==> src/rtl/apmc_defines.svh <==
/*
 * timing counts and encodings shared by the power mode controller.
 * assumes inclusion from the design file and the testbench.
 */
`ifndef APMC_DEFINES_SVH
`define APMC_DEFINES_SVH

// ==========================================================================
// power modes (control port code)
`define APMC_MODE_ON 2'h0
`define APMC_MODE_STBY 2'h1
`define APMC_MODE_PDN 2'h2

// ==========================================================================
// termination codes
`define APMC_TERM_100 2'h0
`define APMC_TERM_200 2'h1
`define APMC_TERM_HIZ 2'h2

// ==========================================================================
// width select codes
`define APMC_WIDTH_12 1'h0
`define APMC_WIDTH_16 1'h1

// ==========================================================================
// times in ns and derived cycle counts at 100 MHz
`define APMC_CLK_NS 10
`define APMC_CAL_NS 2000
`define APMC_CAL_CYC (`APMC_CAL_NS / `APMC_CLK_NS)
`define APMC_FG_CAL_NS 1000
`define APMC_FG_CAL_CYC (`APMC_FG_CAL_NS / `APMC_CLK_NS)

`endif

==> src/rtl/apmc_pkg.sv <==
/*
 * types for the power mode controller.
 * assumes apmc_defines.svh is on the include path.
 */
package apmc_pkg;

    typedef enum logic [2:0] {
        APMC_ST_STARTCAL = 3'h0,
        APMC_ST_ON = 3'h1,
        APMC_ST_STBY = 3'h3,
        APMC_ST_PDN = 3'h2,
        APMC_ST_RELOCK = 3'h6,
        APMC_ST_RECAL = 3'h7
    } apmc_state_e;

    typedef struct packed {
        logic [1:0] mode;
        logic [1:0] term;
        logic width16;
        logic temp_en;
        logic [2:0] mixer_en;
        logic [3:0] lane_en;
    } apmc_cfg_s;

    typedef struct packed {
        logic ref_pwr;
        logic adc_pll_pwr;
        logic link_pll_pwr;
        logic adc_core_pwr;
        logic out_drv_pwr;
        logic other_pwr;
        logic digital_clk_en;
        logic framer_clk_en;
    } apmc_pwr_s;

endpackage

==> src/rtl/apmc_ctrl.sv <==
/*
 * power mode and configuration controller of the converter.
 * assumes a serial control port decoder that presents a whole configuration
 * word with a one-cycle write strobe only after the complete write, pll lock
 * inputs from the analog side, and a link partner reporting link ready.
 */
// ==========================================================================
`timescale 1ns/100ps
`include "apmc_defines.svh"

module apmc_ctrl #(
    parameter int MIXERS = 3,
    parameter int LANES = 4,
    parameter int CAL_CYC = `APMC_CAL_CYC,
    parameter int FG_CAL_CYC = `APMC_FG_CAL_CYC
) (
    input wire logic clk,
    input wire logic resetn,
    input wire logic cfg_write,
    input wire apmc_pkg::apmc_cfg_s cfg_data,
    input wire logic adc_pll_locked,
    input wire logic link_pll_locked,
    input wire logic link_partner_ready,
    input wire logic overload,
    output apmc_pkg::apmc_pwr_s pwr,
    output logic [2:0] active_mode,
    output logic [MIXERS-1:0] mixer_clk_en,
    output logic [LANES-1:0] lane_pwr_en,
    output logic [1:0] term_sel,
    output logic trim_busy,
    output logic trim_done,
    output logic width16,
    output logic temperature_sense_output_en,
    output logic link_reinit_req,
    output logic data_valid,
    output logic decim_first,
    output logic conv_saturated
);

    // ======================================================================
    // state
    apmc_pkg::apmc_state_e state_reg;
    apmc_pkg::apmc_cfg_s cfg_reg;
    logic [15:0] cnt_reg;
    logic reinit_reg;
    logic ovl_reg;

    function automatic logic [15:0] cyc16(input int n);
        cyc16 = 16'(n);
    endfunction

    // ======================================================================
    // configuration latch, whole word only on the completed write
    always_ff @(posedge clk or negedge resetn) begin
        if (!resetn) begin
            cfg_reg <= '0;
        end else if (cfg_write) begin
            cfg_reg <= cfg_data;
        end
    end

    // ======================================================================
    // mode sequencer
    always_ff @(posedge clk or negedge resetn) begin
        if (!resetn) begin
            state_reg <= apmc_pkg::APMC_ST_STARTCAL;
            cnt_reg <= 16'h0000;
        end else begin
            unique case (state_reg)
                apmc_pkg::APMC_ST_STARTCAL: begin
                    // foreground trim of termination and filter
                    if (cnt_reg == cyc16(FG_CAL_CYC - 1)) begin
                        state_reg <= apmc_pkg::APMC_ST_ON;
                        cnt_reg <= 16'h0000;
                    end else begin
                        cnt_reg <= cnt_reg + 16'h0001;
                    end
                end
                apmc_pkg::APMC_ST_ON, apmc_pkg::APMC_ST_STBY: begin
                    if (cfg_reg.mode == `APMC_MODE_PDN) begin
                        state_reg <= apmc_pkg::APMC_ST_PDN;
                    end else if (cfg_reg.mode == `APMC_MODE_STBY) begin
                        state_reg <= apmc_pkg::APMC_ST_STBY;
                    end else begin
                        state_reg <= apmc_pkg::APMC_ST_ON;
                    end
                end
                apmc_pkg::APMC_ST_PDN: begin
                    if (cfg_reg.mode != `APMC_MODE_PDN) begin
                        state_reg <= apmc_pkg::APMC_ST_RELOCK;
                    end
                end
                apmc_pkg::APMC_ST_RELOCK: begin
                    if (adc_pll_locked && link_pll_locked) begin
                        state_reg <= apmc_pkg::APMC_ST_RECAL;
                        cnt_reg <= 16'h0000;
                    end
                end
                apmc_pkg::APMC_ST_RECAL: begin
                    if (cnt_reg == cyc16(CAL_CYC - 1)) begin
                        state_reg <= apmc_pkg::APMC_ST_ON;
                        cnt_reg <= 16'h0000;
                    end else begin
                        cnt_reg <= cnt_reg + 16'h0001;
                    end
                end
                default: begin
                    state_reg <= apmc_pkg::APMC_ST_STARTCAL;
                    cnt_reg <= 16'h0000;
                end
            endcase
        end
    end

    // ======================================================================
    // link reinitialisation after standby
    always_ff @(posedge clk or negedge resetn) begin
        if (!resetn) begin
            reinit_reg <= 1'b0;
        end else if (state_reg == apmc_pkg::APMC_ST_STBY
                     && cfg_reg.mode == `APMC_MODE_ON) begin
            reinit_reg <= 1'b1;
        end else if (link_partner_ready) begin
            reinit_reg <= 1'b0;
        end
    end

    // ======================================================================
    // overload: saturation flag clears one sample after overload ends
    always_ff @(posedge clk or negedge resetn) begin
        if (!resetn) begin
            ovl_reg <= 1'b0;
        end else begin
            ovl_reg <= overload;
        end
    end

    // ======================================================================
    // outputs
    logic is_on;
    logic is_stby;
    logic is_pdn;
    assign is_on = (state_reg == apmc_pkg::APMC_ST_ON);
    assign is_stby = (state_reg == apmc_pkg::APMC_ST_STBY);
    assign is_pdn = (state_reg == apmc_pkg::APMC_ST_PDN)
                    || (state_reg == apmc_pkg::APMC_ST_RELOCK);

    always_comb begin
        pwr.ref_pwr = 1'b1;
        pwr.adc_pll_pwr = 1'b1;
        pwr.link_pll_pwr = 1'b1;
        pwr.adc_core_pwr = !is_pdn;
        pwr.out_drv_pwr = !is_pdn;
        pwr.other_pwr = !is_pdn && !is_stby;
        pwr.digital_clk_en = is_on;
        pwr.framer_clk_en = is_on;
    end

    // one-hot mode indication: on, standby, power-down
    assign active_mode = {is_pdn || state_reg == apmc_pkg::APMC_ST_RECAL,
                          is_stby,
                          is_on || state_reg == apmc_pkg::APMC_ST_STARTCAL};

    assign mixer_clk_en = is_on ? cfg_reg.mixer_en[MIXERS-1:0]
                                : '0;
    assign lane_pwr_en = is_on ? cfg_reg.lane_en[LANES-1:0]
                               : '0;
    assign term_sel = (cfg_reg.term == 2'h3) ? `APMC_TERM_HIZ
                    : cfg_reg.term;
    assign trim_busy = (state_reg == apmc_pkg::APMC_ST_STARTCAL);
    assign trim_done = !trim_busy;
    assign width16 = cfg_reg.width16;
    assign temperature_sense_output_en = cfg_reg.temp_en;
    assign link_reinit_req = reinit_reg;
    assign data_valid = is_on && !reinit_reg;
    assign decim_first = 1'b1;
    assign conv_saturated = overload || ovl_reg;
endmodule

==> config.mk <==
export PLATFORM = sky130hd
export DESIGN_NAME = apmc_ctrl
export DESIGN_NICKNAME = d
export VERILOG_FILES = /design/src/rtl/apmc_pkg.sv /design/src/rtl/apmc_ctrl.sv
export VERILOG_INCLUDE_DIRS = /design/src /design/src/rtl
export SDC_FILE = /design/constraint.sdc
export NUM_CORES = 1
export LEC_CHECK = 0
export ABC_AREA = 1
export BUFFER_PORTS_ARGS = -buffer_cell sky130_fd_sc_hd__buf_2
export CAP_MARGIN = 20
export CORE_MARGIN = 8
export CORE_UTILIZATION = 45
export DETAILED_ROUTE_END_ITERATION = 6
export GPL_ROUTABILITY_DRIVEN = 0
export GPL_TIMING_DRIVEN = 0
export PLACE_DENSITY = 0.69
export SLEW_MARGIN = 20
export SYNTH_ARGS = -nofsm -noshare
export SYNTH_HDL_FRONTEND = slang
export SYNTH_SLANG_ARGS = --single-unit
==> constraint.sdc <==
create_clock -name clk -period 2.4 [get_ports clk]
set_input_delay 0.24 -clock clk [delete_from_list [all_inputs] [get_ports clk]]
set_output_delay 0.24 -clock clk [all_outputs]
set_load 0.02 [all_outputs]
======== After elaboration in Yosys (flattened, before gate mapping) ========
Index checks and enable logic that the tools add are counted.
operators by class
  eq/ne operators ......................... 15
  multiplexer cells ....................... 16
  add/sub/neg operators ................... 1
  bitwise logic cells ..................... 1
  reductions and logical operators ........ 19
operator list
  kind                                            count
  case mux 16 bit (4 select lines)                1
  2-to-1 mux 16 bit                               3
  adder 16 x 1 -> 16 bit, second input constant   1
  == test 16 x 7 -> 1 bit, second input constant  1
  == test 16 x 8 -> 1 bit, second input constant  1
  2-to-1 mux 3 bit                                5
  case mux 3 bit (5 select lines)                 1
  != test 2 bit, second input constant            4
  == test 3 x 2 -> 1 bit, second input constant   2
  == test 3 bit, second input constant            2
  2-to-1 mux 2 bit                                3
  == test 2 bit, second input constant            2
  logical AND 1 bit                               4
  logical NOT 1 bit                               4
  logical OR 1 bit                                4
  2-to-1 mux 4 bit                                1
  AND reduction 4 bit                             1
  == test 3 x 1 -> 1 bit, second input constant   1
  logical NOT 3 bit                               1
  OR reduction 3 bit                              1
  == test 2 x 1 -> 1 bit, second input constant   1
  logical NOT 2 bit                               1
  2-to-1 mux 1 bit                                2
  != test 2 x 1 -> 1 bit, second input constant   1
  4 further kinds                                 4
storage, ports and cells
  bits in registers ....................... 34
  word-level logic and storage cells ...... 62
  bits of input ports ..................... 20

======== Depth between registers and ports, before layout ========
Gate-level depths: netlist of run 1.
  depth in word-level cells ............... 4
  depth in mapped cells ................... 10
  gate-level depth less buffers ........... 10

======== Worst setup path before layout of run 1 ========
No wires, ideal clock.
  kind .................................... register to output
  start ................................... reg state_reg[0]
  end ..................................... out data_valid
  data required time ...................... 2160 ps
  path buffers ............................ 0
  stages on the path, launching flop included .. 7
  data arrival time ....................... 1170 ps
  slack ................................... 990 ps
  cell sequence ........................... dfrtp_1 > inv_1 > nor2_1 > inv_1 > nor2_1 > inv_2 > nor2_1
on the way
  cells in the longest elaborated chain, start to end .. 2
ends and longest elaborated chain
  what                      RTL line          RTL
  start: declaration        apmc_ctrl.sv:42   apmc_pkg::apmc_state_e state_reg;
  start signal: assignment  apmc_ctrl.sv:66   state_reg <= apmc_pkg::APMC_ST_STARTCAL;
  start signal: assignment  apmc_ctrl.sv:73   state_reg <= apmc_pkg::APMC_ST_ON;
  start signal: assignment  apmc_ctrl.sv:81   state_reg <= apmc_pkg::APMC_ST_PDN;
  == test 3 x 1 -> 1 bit    apmc_ctrl.sv:143  assign is_on = (state_reg == apmc_pkg::APMC_ST_ON);
  net is_on                 apmc_ctrl.sv:140  logic is_on;
  logical AND 1 bit         apmc_ctrl.sv:175  assign data_valid = is_on && !reinit_reg;
  end: declaration          apmc_ctrl.sv:35   output logic data_valid,
The timed path passes the listed nets, and every way through them passes these cells.

======== Worst setup path after layout of run 1 ========
  start ................................... reg state_reg[0]
  end ..................................... out trim_busy
on the way
  cells in the longest elaborated chain, start to end .. 1
ends and longest elaborated chain
  what               RTL line          RTL
  logical NOT 3 bit  apmc_ctrl.sv:170  assign trim_busy = (state_reg == apmc_pkg::APMC_ST_STARTCAL);
  end: declaration   apmc_ctrl.sv:30   output logic trim_busy,
No other way between the ends.

==> results of run 1 <==
==> metrics by stage <==
step           power [µW]   util  cells
6_report             2630  0.563    385
3_3_place_gp         2090  0.537    377
5_1_grt              2850  0.563    385
4_1_cts              2650  0.563    385
2_1_floorplan        1750      -    282
3_5_place_dp         2100  0.537    377
==> cell usage in the layout, fill, tap and decap left out <==
master,instances
inv_1,33
nor2_1,38
nand2_4,1
ha_1,3
inv_2,4
or2_2,1
xor2_1,3
o221ai_1,1
nor3_1,2
clkinv_4,1
buf_4,8
clkbuf_1,3
a31o_2,1
o21ai_0,13
nand2_1,66
nor2_4,3
bufinv_16,1
o21bai_1,2
o211ai_1,10
dfrtp_1,34
nand2_2,8
mux2_2,3
o21ai_1,5
nor2_2,2
clkbuf_8,5
a21oi_1,1
conb_1,4
nand4_1,12
nand3_1,18
buf_2,45
clkinvlp_4,2
==> cell type report <==
type                    instances  area [µm²]  share of cell area
clock buffers                   5        68.8              0.0279
flip-flops and latches         34         851               0.345
clock inverters                 3        45.0              0.0182
multi-input cells             197         995               0.403
inverters                      38         148              0.0598
plain buffers                  13        81.3              0.0329
repair buffers                 43         215              0.0872
well taps                      52        65.1              0.0264
==> routing by layer <==
metal / up-vias / GRT usage / wire length, µm
li1: 994 / - / -
met1: 865 / 0.175 / 2340
met2: 55 / 0.218 / 2090
met3: 6 / 0.0420 / 219
met4: 0 / 0.0440 / 59
met5: - / 0 / 0
==> worst max path at each step <==
| stage | to | depth (start not counted) |
|---|---|---|
| floorplan | data_valid | 6 |
| global placement | trim_busy | 5 |
| detailed placement | trim_busy | 5 |
| CTS | trim_busy | 5 |
| global route | lane_pwr_en[1] | 7 |
| finish | trim_busy | 5 |
==> worst reg2reg max path: stages (launching register included) <==
cell and delay (ps):
dfrtp_1 400, ha_1 230, nand2_2 90, inv_1 90, nand2_1 50, nor2_1 110
nand2_2 130, nand2_4 120, nand2_2 80, nand2_1 60, o21ai_1 60
==> power groups by stage <==
stage	sequential (µW)	clock (µW)	combinational [µW]
6_report	885	539	1200
3_5_place_dp	892	0	1210
4_1_cts	883	553	1220
3_3_place_gp	891	0	1200
2_1_floorplan	862	0	890
5_1_grt	913	576	1360
==> cells by family (layout without fill, tap and decap cells) <==
kind of cell / Yosys count / after routing / share of synthesized area
fa+ha+maj: 3 / 3 / 0.0182
buf+inv: 51 / 102 / 0.111
simple gates: 151 / 151 / 0.329
flops: 34 / 34 / 0.412
xor+xnor: 3 / 3 / 0.0127
other cells: 1 / 4 / 0.00182
compound gates: 33 / 33 / 0.0982
mux: 3 / 3 / 0.0164
==> impl_results.md, run 1 <==
- Outcome: completed
- Die Span Y: 83.7 µm
- TritonRoute pass-1 iters: 4
- Core Region: 0.00438 mm²
- Most frequent cell after synthesis: nand2_1
- Distinct cells, synth: 28
- R2r startpoint: cnt_reg[0]$_DFFE_PN0P_
- Crit Reg-Reg Endpoint: cnt_reg[0]$_DFFE_PN0P_
- Die area: 0.00701 mm²
- Largest register FFs: 16
- Via density: 4.99
- Kind of end point of the critical path: output pin
- Clock Skews: 4.11 ps
- Switch Pwr: 1200 µW
- Clk Tree Root Cell: clkbuf_8
- Max_slew headroom: 0.496
- Critical path's top delay family: buffers and inverters
- Buffers from clock root to sink, at most: 2
- TritonCTS buffer count: 5
- F_max: 0.532 GHz
- Diodes inserted: 0
- LEAKAGE: 0.00125 µW
- Synth Register Bits: 34
- H-tree levels: 2
- CTS tree: yes
- Routed wire per std cell: 12.2 µm
- Worst skew pair latency: 290 ps
- Combinational share of power: 0.458
- PortBufs: 43
- Post-route DRC violation count: 0
- CTS Hold Bufs: 0
- Worst Setup Path Type: flip-flop to output pin
- Final Worst Setup Slack: 520 ps
- Post-synth ARST share: 1.00
- Dpl ws: 856 ps
- Share of layout cells above drive strength 1: 0.255
- Final hold slack: 10.4 ps
- Global-route wire length before repair: 8180 µm
- Critical path data arrival time: 1640 ps
- Final Hold Fails: 0
- WP buf/inv: 3
- Final instance area: 0.00247 mm²
- Clk network pwr share: 0.205
- Seq/Total Area, Yosys: 0.412
- Setup_tns: 0 ps
- Unrepaired setup endpoints after global routing: false
- Slowest stage cell on the critical path: dfrtp_1
- Vias in the first global route: 1876
- Die W: 83.7 µm
- Setup bufs post-CTS: 0
- Fin nets: 355
- P per Cell Area: 1060 mW/mm²
- GRT Residual Overflow: 0
- Slew Limit Fails: 0
- Pint: 1430 µW
- Final critical-path required period: 1880 ps
- Filler cells: 422
- Worst ir drop on vdd: 532 µV
- Detailed Route Iter0 Violations: 71
- Max Cap Viol: 0
- EDFF count, synth: 0
- Register-to-register setup slack: 870 ps
- Register share of total power: 0.337
- Share of the synthesized area in the top cell type: 0.412
- Hpwl dp: 3590 µm
- Setup-failing EPs final: 0
- Drt total wl: 4710 µm
- Post-CTS resize count: 0
- Period utilisation layout: 0.783
- GRT Util Overall: 0.138
- Avg Cell Area, Syn: 7.40 µm²
- CP max FO: 10
- Routed vias: 1920
- Cells after Synth: 279
- Mapped cell area: 0.00206 mm²
- Sw Share: 0.456
- Crit path largest cell delay: 440 ps
- Critical Path Source: state_reg[0]$_DFFE_PN0P_
- Measured slew at the worst slew-check pin: 756 ps
- Reg2reg path depth: 10
- Area delta synth->final: 19.6%
- Post-synth top cells: nand2_1, nor2_1, dfrtp_1
- Most used cell, CP: buf_2
- Clk slew on worst S/H paths: 80 ps
- Site Rows: 24
- Clock sinks: 34
- Starting Density: 0.471
- Post-DP Area: 0.00235 mm²
- Antenna viol nets, final: 0
- Largest net degree at the start of global routing: 35
- I/O pins: 48
- Crit path cell chain: nor2_1 -> nand2_2 -> inv_2 -> buf_2 -> buf_2
- Worst Path Required: 2160 ps
- Top cells by area, synth: dfrtp_1, nand2_1, nor2_1
- Largest area contributor in the netlist: dfrtp_1
- Synth Flop Type: dfrtp_1
- Initial antenna violation count: 0
- Synth Warn #: 0
- HP Class: input pin to async pin
- Startpoint Class: flip-flop
Note: power is estimated with default switching activity, not from simulation.
==> run 2, diff against run 1 <==
- ABC_AREA: 1 -> 0
- PLACE_DENSITY: 0.69 -> 0.72
- clock period: 2.4 -> 1.63 ns (I/O delays scaled with it)
==> run 2 against run 1 <==
  * Routed wire length up 4.2%
  * Utilization up 6.1 points
  * Combinational power down 88%
  * Clock skew up 5.3 ps
  * Worst setup slack worse by 510 ps
  * First-iteration DRC count up 7.0%
  * Register-to-register slack worse by 860 ps
  * Global-route usage up 1.9 points
  * Final cell count down 17%
  * Critical path depth up 1
  * Flip-flop and latch count unchanged
  * Power down 35%
  * Largest power group is now sequential cells
==> impl_results.md, run 2 <==
- Filler cells: 363
- Synth Flop Type: dfrtp_1
- Most frequent cells in the layout: buf_2, dfrtp_1, nand2_1
- CP max FO: 6
- Commonest non-fill, non-tap cell in the layout: buf_2
- Mapped cell area: 0.00193 mm²
- Post-route DRC violation count: 0
- Largest area contributor in the netlist: dfrtp_1
- LEAKAGE: 0.00119 µW
- PortBufs: 42
- Worst Path Required: 1760 ps
- Crit Reg-Reg Endpoint: cnt_reg[13]$_DFFE_PN0P_
- Global-route wire length before repair: 8200 µm
- Diodes inserted: 0
- Register area: 860 µm²
- Distinct cells, synth: 43
- Routed vias: 1666
- Synth Register Bits: 34
- Hold depth: 3
- Initial antenna violation count: 0
- Max_slew headroom: 0.480
- Antenna viol nets, final: 0
- Avg Cell Area, Syn: 9.55 µm²
- Vias in the first global route: 1742
- Final hold slack: 85.1 ps
- Routed wire per std cell: 15.4 µm
- Clk Tree Root Cell: clkbuf_8
- I/O pins: 48
- Unrepaired setup endpoints after global routing: true
- Most frequent cell after synthesis: dfrtp_1
- Core Region: 0.00423 mm²
- End of the worst hold path: cfg_reg[11]$_DFFE_PN0P_
- Outcome: completed
- Die W: 81.5 µm
- Non-filler instance count after layout: 319
- Measured slew at the worst slew-check pin: 780 ps
- Drt total wl: 4910 µm
- Clk slew on worst S/H paths: 80 ps
- Final critical-path required period: 1620 ps
- Starting Density: 0.455
- H-tree levels: 2
- Slew Limit Fails: 0
- P per Cell Area: 642 mW/mm²
- Detailed Route Iter0 Violations: 76
- Worst skew pair latency: 290 ps
- Top cells by area, synth: dfrtp_1, mux2_2, nand2_1
- Placed cells: 299
- Share of layout cells above drive strength 1: 0.483
- Clock Skews: 9.37 ps
- Share of the synthesized area in the top cell type: 0.441
- TritonCTS buffer count: 5
- Seq/Total Area, Yosys: 0.441
- Post-synth ARST share: 1.00
- HP Class: input pin to flip-flop
- Critical path data arrival time: 1750 ps
- R2r startpoint: cnt_reg[0]$_DFFE_PN0P_
- GRT Util Overall: 0.157
- Via density: 5.22
- Buffers from clock root to sink, at most: 2
- Largest register FFs: 16
- Startpoint Class: flip-flop
- EDFF count, synth: 0
- Die Span Y: 81.5 µm
- Kind of end point of the critical path: flip-flop
- Max Cap Viol: 0
- F_max: 0.617 GHz
- TritonRoute pass-1 iters: 4
- Fin nets: 289
- Area delta synth->final: 37.1%
- Clock sinks: 34
- Synth Warn #: 0
- Worst ir drop on vdd: 448 µV
- Area of the multi-input gates: 0.00110 mm²
- Largest net degree at the start of global routing: 35
- Setup-failing EPs final: 0
- Min-delay src: cfg_data[11]
- Worst Setup Path Type: flip-flop to flip-flop
- Cells after Synth: 202
- GRT Residual Overflow: 0
- Final Hold Fails: 0
- Register-to-register setup slack: 10 ps
- Die area: 0.00663 mm²
- Period utilisation layout: 0.994
- Site Rows: 24
- Post-synth top cells: dfrtp_1, nand2_1, mux2_2
- CTS tree: yes
- Reg2reg path depth: 6
- Hpwl dp: 3190 µm
-- run 2: cell types whose count changed after synthesis, moves of 5 or more --
cell | before | now
a21oi_1 | 1 | 8
and2_1 | 0 | 8
buf_2 | 2 | 7
inv_1 | 33 | 8
mux2_2 | 3 | 11
nand2_1 | 66 | 26
nand2_2 | 8 | 0
nand3_1 | 18 | 8
nand4_1 | 12 | 0
nor2_1 | 38 | 10
nor2b_1 | 0 | 7
o211ai_1 | 10 | 3
o21ai_0 | 13 | 5
o22ai_1 | 0 | 7
-- run 2: layer usage --
layer	part of all wire	vias to the layer above	wire length, µm	GRT usage
li1	-	817	-	-
met1	0.43	802	2110	0.185
met2	0.49	42	2420	0.259
met3	0.067	5	327	0.0580
met4	0.011	0	54	0.0518
met5	0	-	0	0
-- run 2: worst max path at each step --
| stage | end | from | cells past startpoint | slack [ps] |
|---|---|---|---|---|
| after floorplan | cnt_reg[3]$_DFFE_PN0P_ | state_reg[2]$_DFFE_PN0P_ | 7 | 30 |
| after global placement | mixer_clk_en[0] | state_reg[1]$_DFFE_PN0P_ | 4 | -170 |
| after detailed placement | cnt_reg[14]$_DFFE_PN0P_ | cnt_reg[0]$_DFFE_PN0P_ | 6 | -180 |
| after CTS | cnt_reg[13]$_DFFE_PN0P_ | cnt_reg[2]$_DFFE_PN0P_ | 6 | -30 |
| after global routing | cnt_reg[14]$_DFFE_PN0P_ | cnt_reg[1]$_DFFE_PN0P_ | 6 | -70 |
| final | cnt_reg[13]$_DFFE_PN0P_ | cnt_reg[0]$_DFFE_PN0P_ | 6 | 10 |
-- run 2: area by class of cell --
| type | instances | share of cell area |
|---|---|---|
| buffer | 18 | 0.0526 |
| clock buffer | 7 | 0.0327 |
| clock inverter | 1 | 0.00189 |
| inverter | 10 | 0.0142 |
| multi-input combinational | 144 | 0.415 |
| sequential | 34 | 0.325 |
| tap | 52 | 0.0246 |
| timing repair buffer | 53 | 0.134 |
-- run 2: where the power goes --
group          internal, µW  total, µW  switching, µW
Combinational          66.6        141           74.6
Clock                   341        664            323
Sequential              876        892           15.8
-- run 2: worst max-delay path, cell delays in order, from the launching register on --
cell and delay (ps):
dfrtp_2 420, buf_6 110, and4_4 250, nand4_4 150, nor4b_4 310, xnor2_1 150, a21oi_1 60
-- run 2: timing repair --
item	4_1_cts	5_1_grt
setup buffers	4	3
hold endpoints to repair	35	0
endpoints found under the setup margin	28	29
hold buffers	2	0
gates resized for setup	35	38
pin swaps	6	7
gates cloned	3	0
-- run 2: metrics by stage --
step	total power (µW)	utilization	cell area (µm²)	setup TNS [ps]	worst slack, ps
floorplan	984	-	1940	0	27.5
global placement	1040	0.524	2220	-3280	-174
detailed placement	1050	0.524	2220	-3170	-176
CTS	1720	0.592	2510	-53.9	-28.6
global route	1780	0.624	2640	-786	-73.7
finish	1700	0.624	2640	0	9.87
-- run 2: cells by family (layout without fill, tap and decap cells) --
group | count (synthesis) | count (layout) | synth area share
DFF | 34 | 34 | 0.441
muxes | 11 | 11 | 0.0642
other | 1 | 4 | 0.00194
adders and majority gates | 3 | 3 | 0.0195
buffers and inverters | 28 | 89 | 0.0746
and+or+nand+nor | 85 | 86 | 0.259
xor gates and xnor gates | 4 | 4 | 0.0182
AOI/OAI and AO/OA | 36 | 36 | 0.121
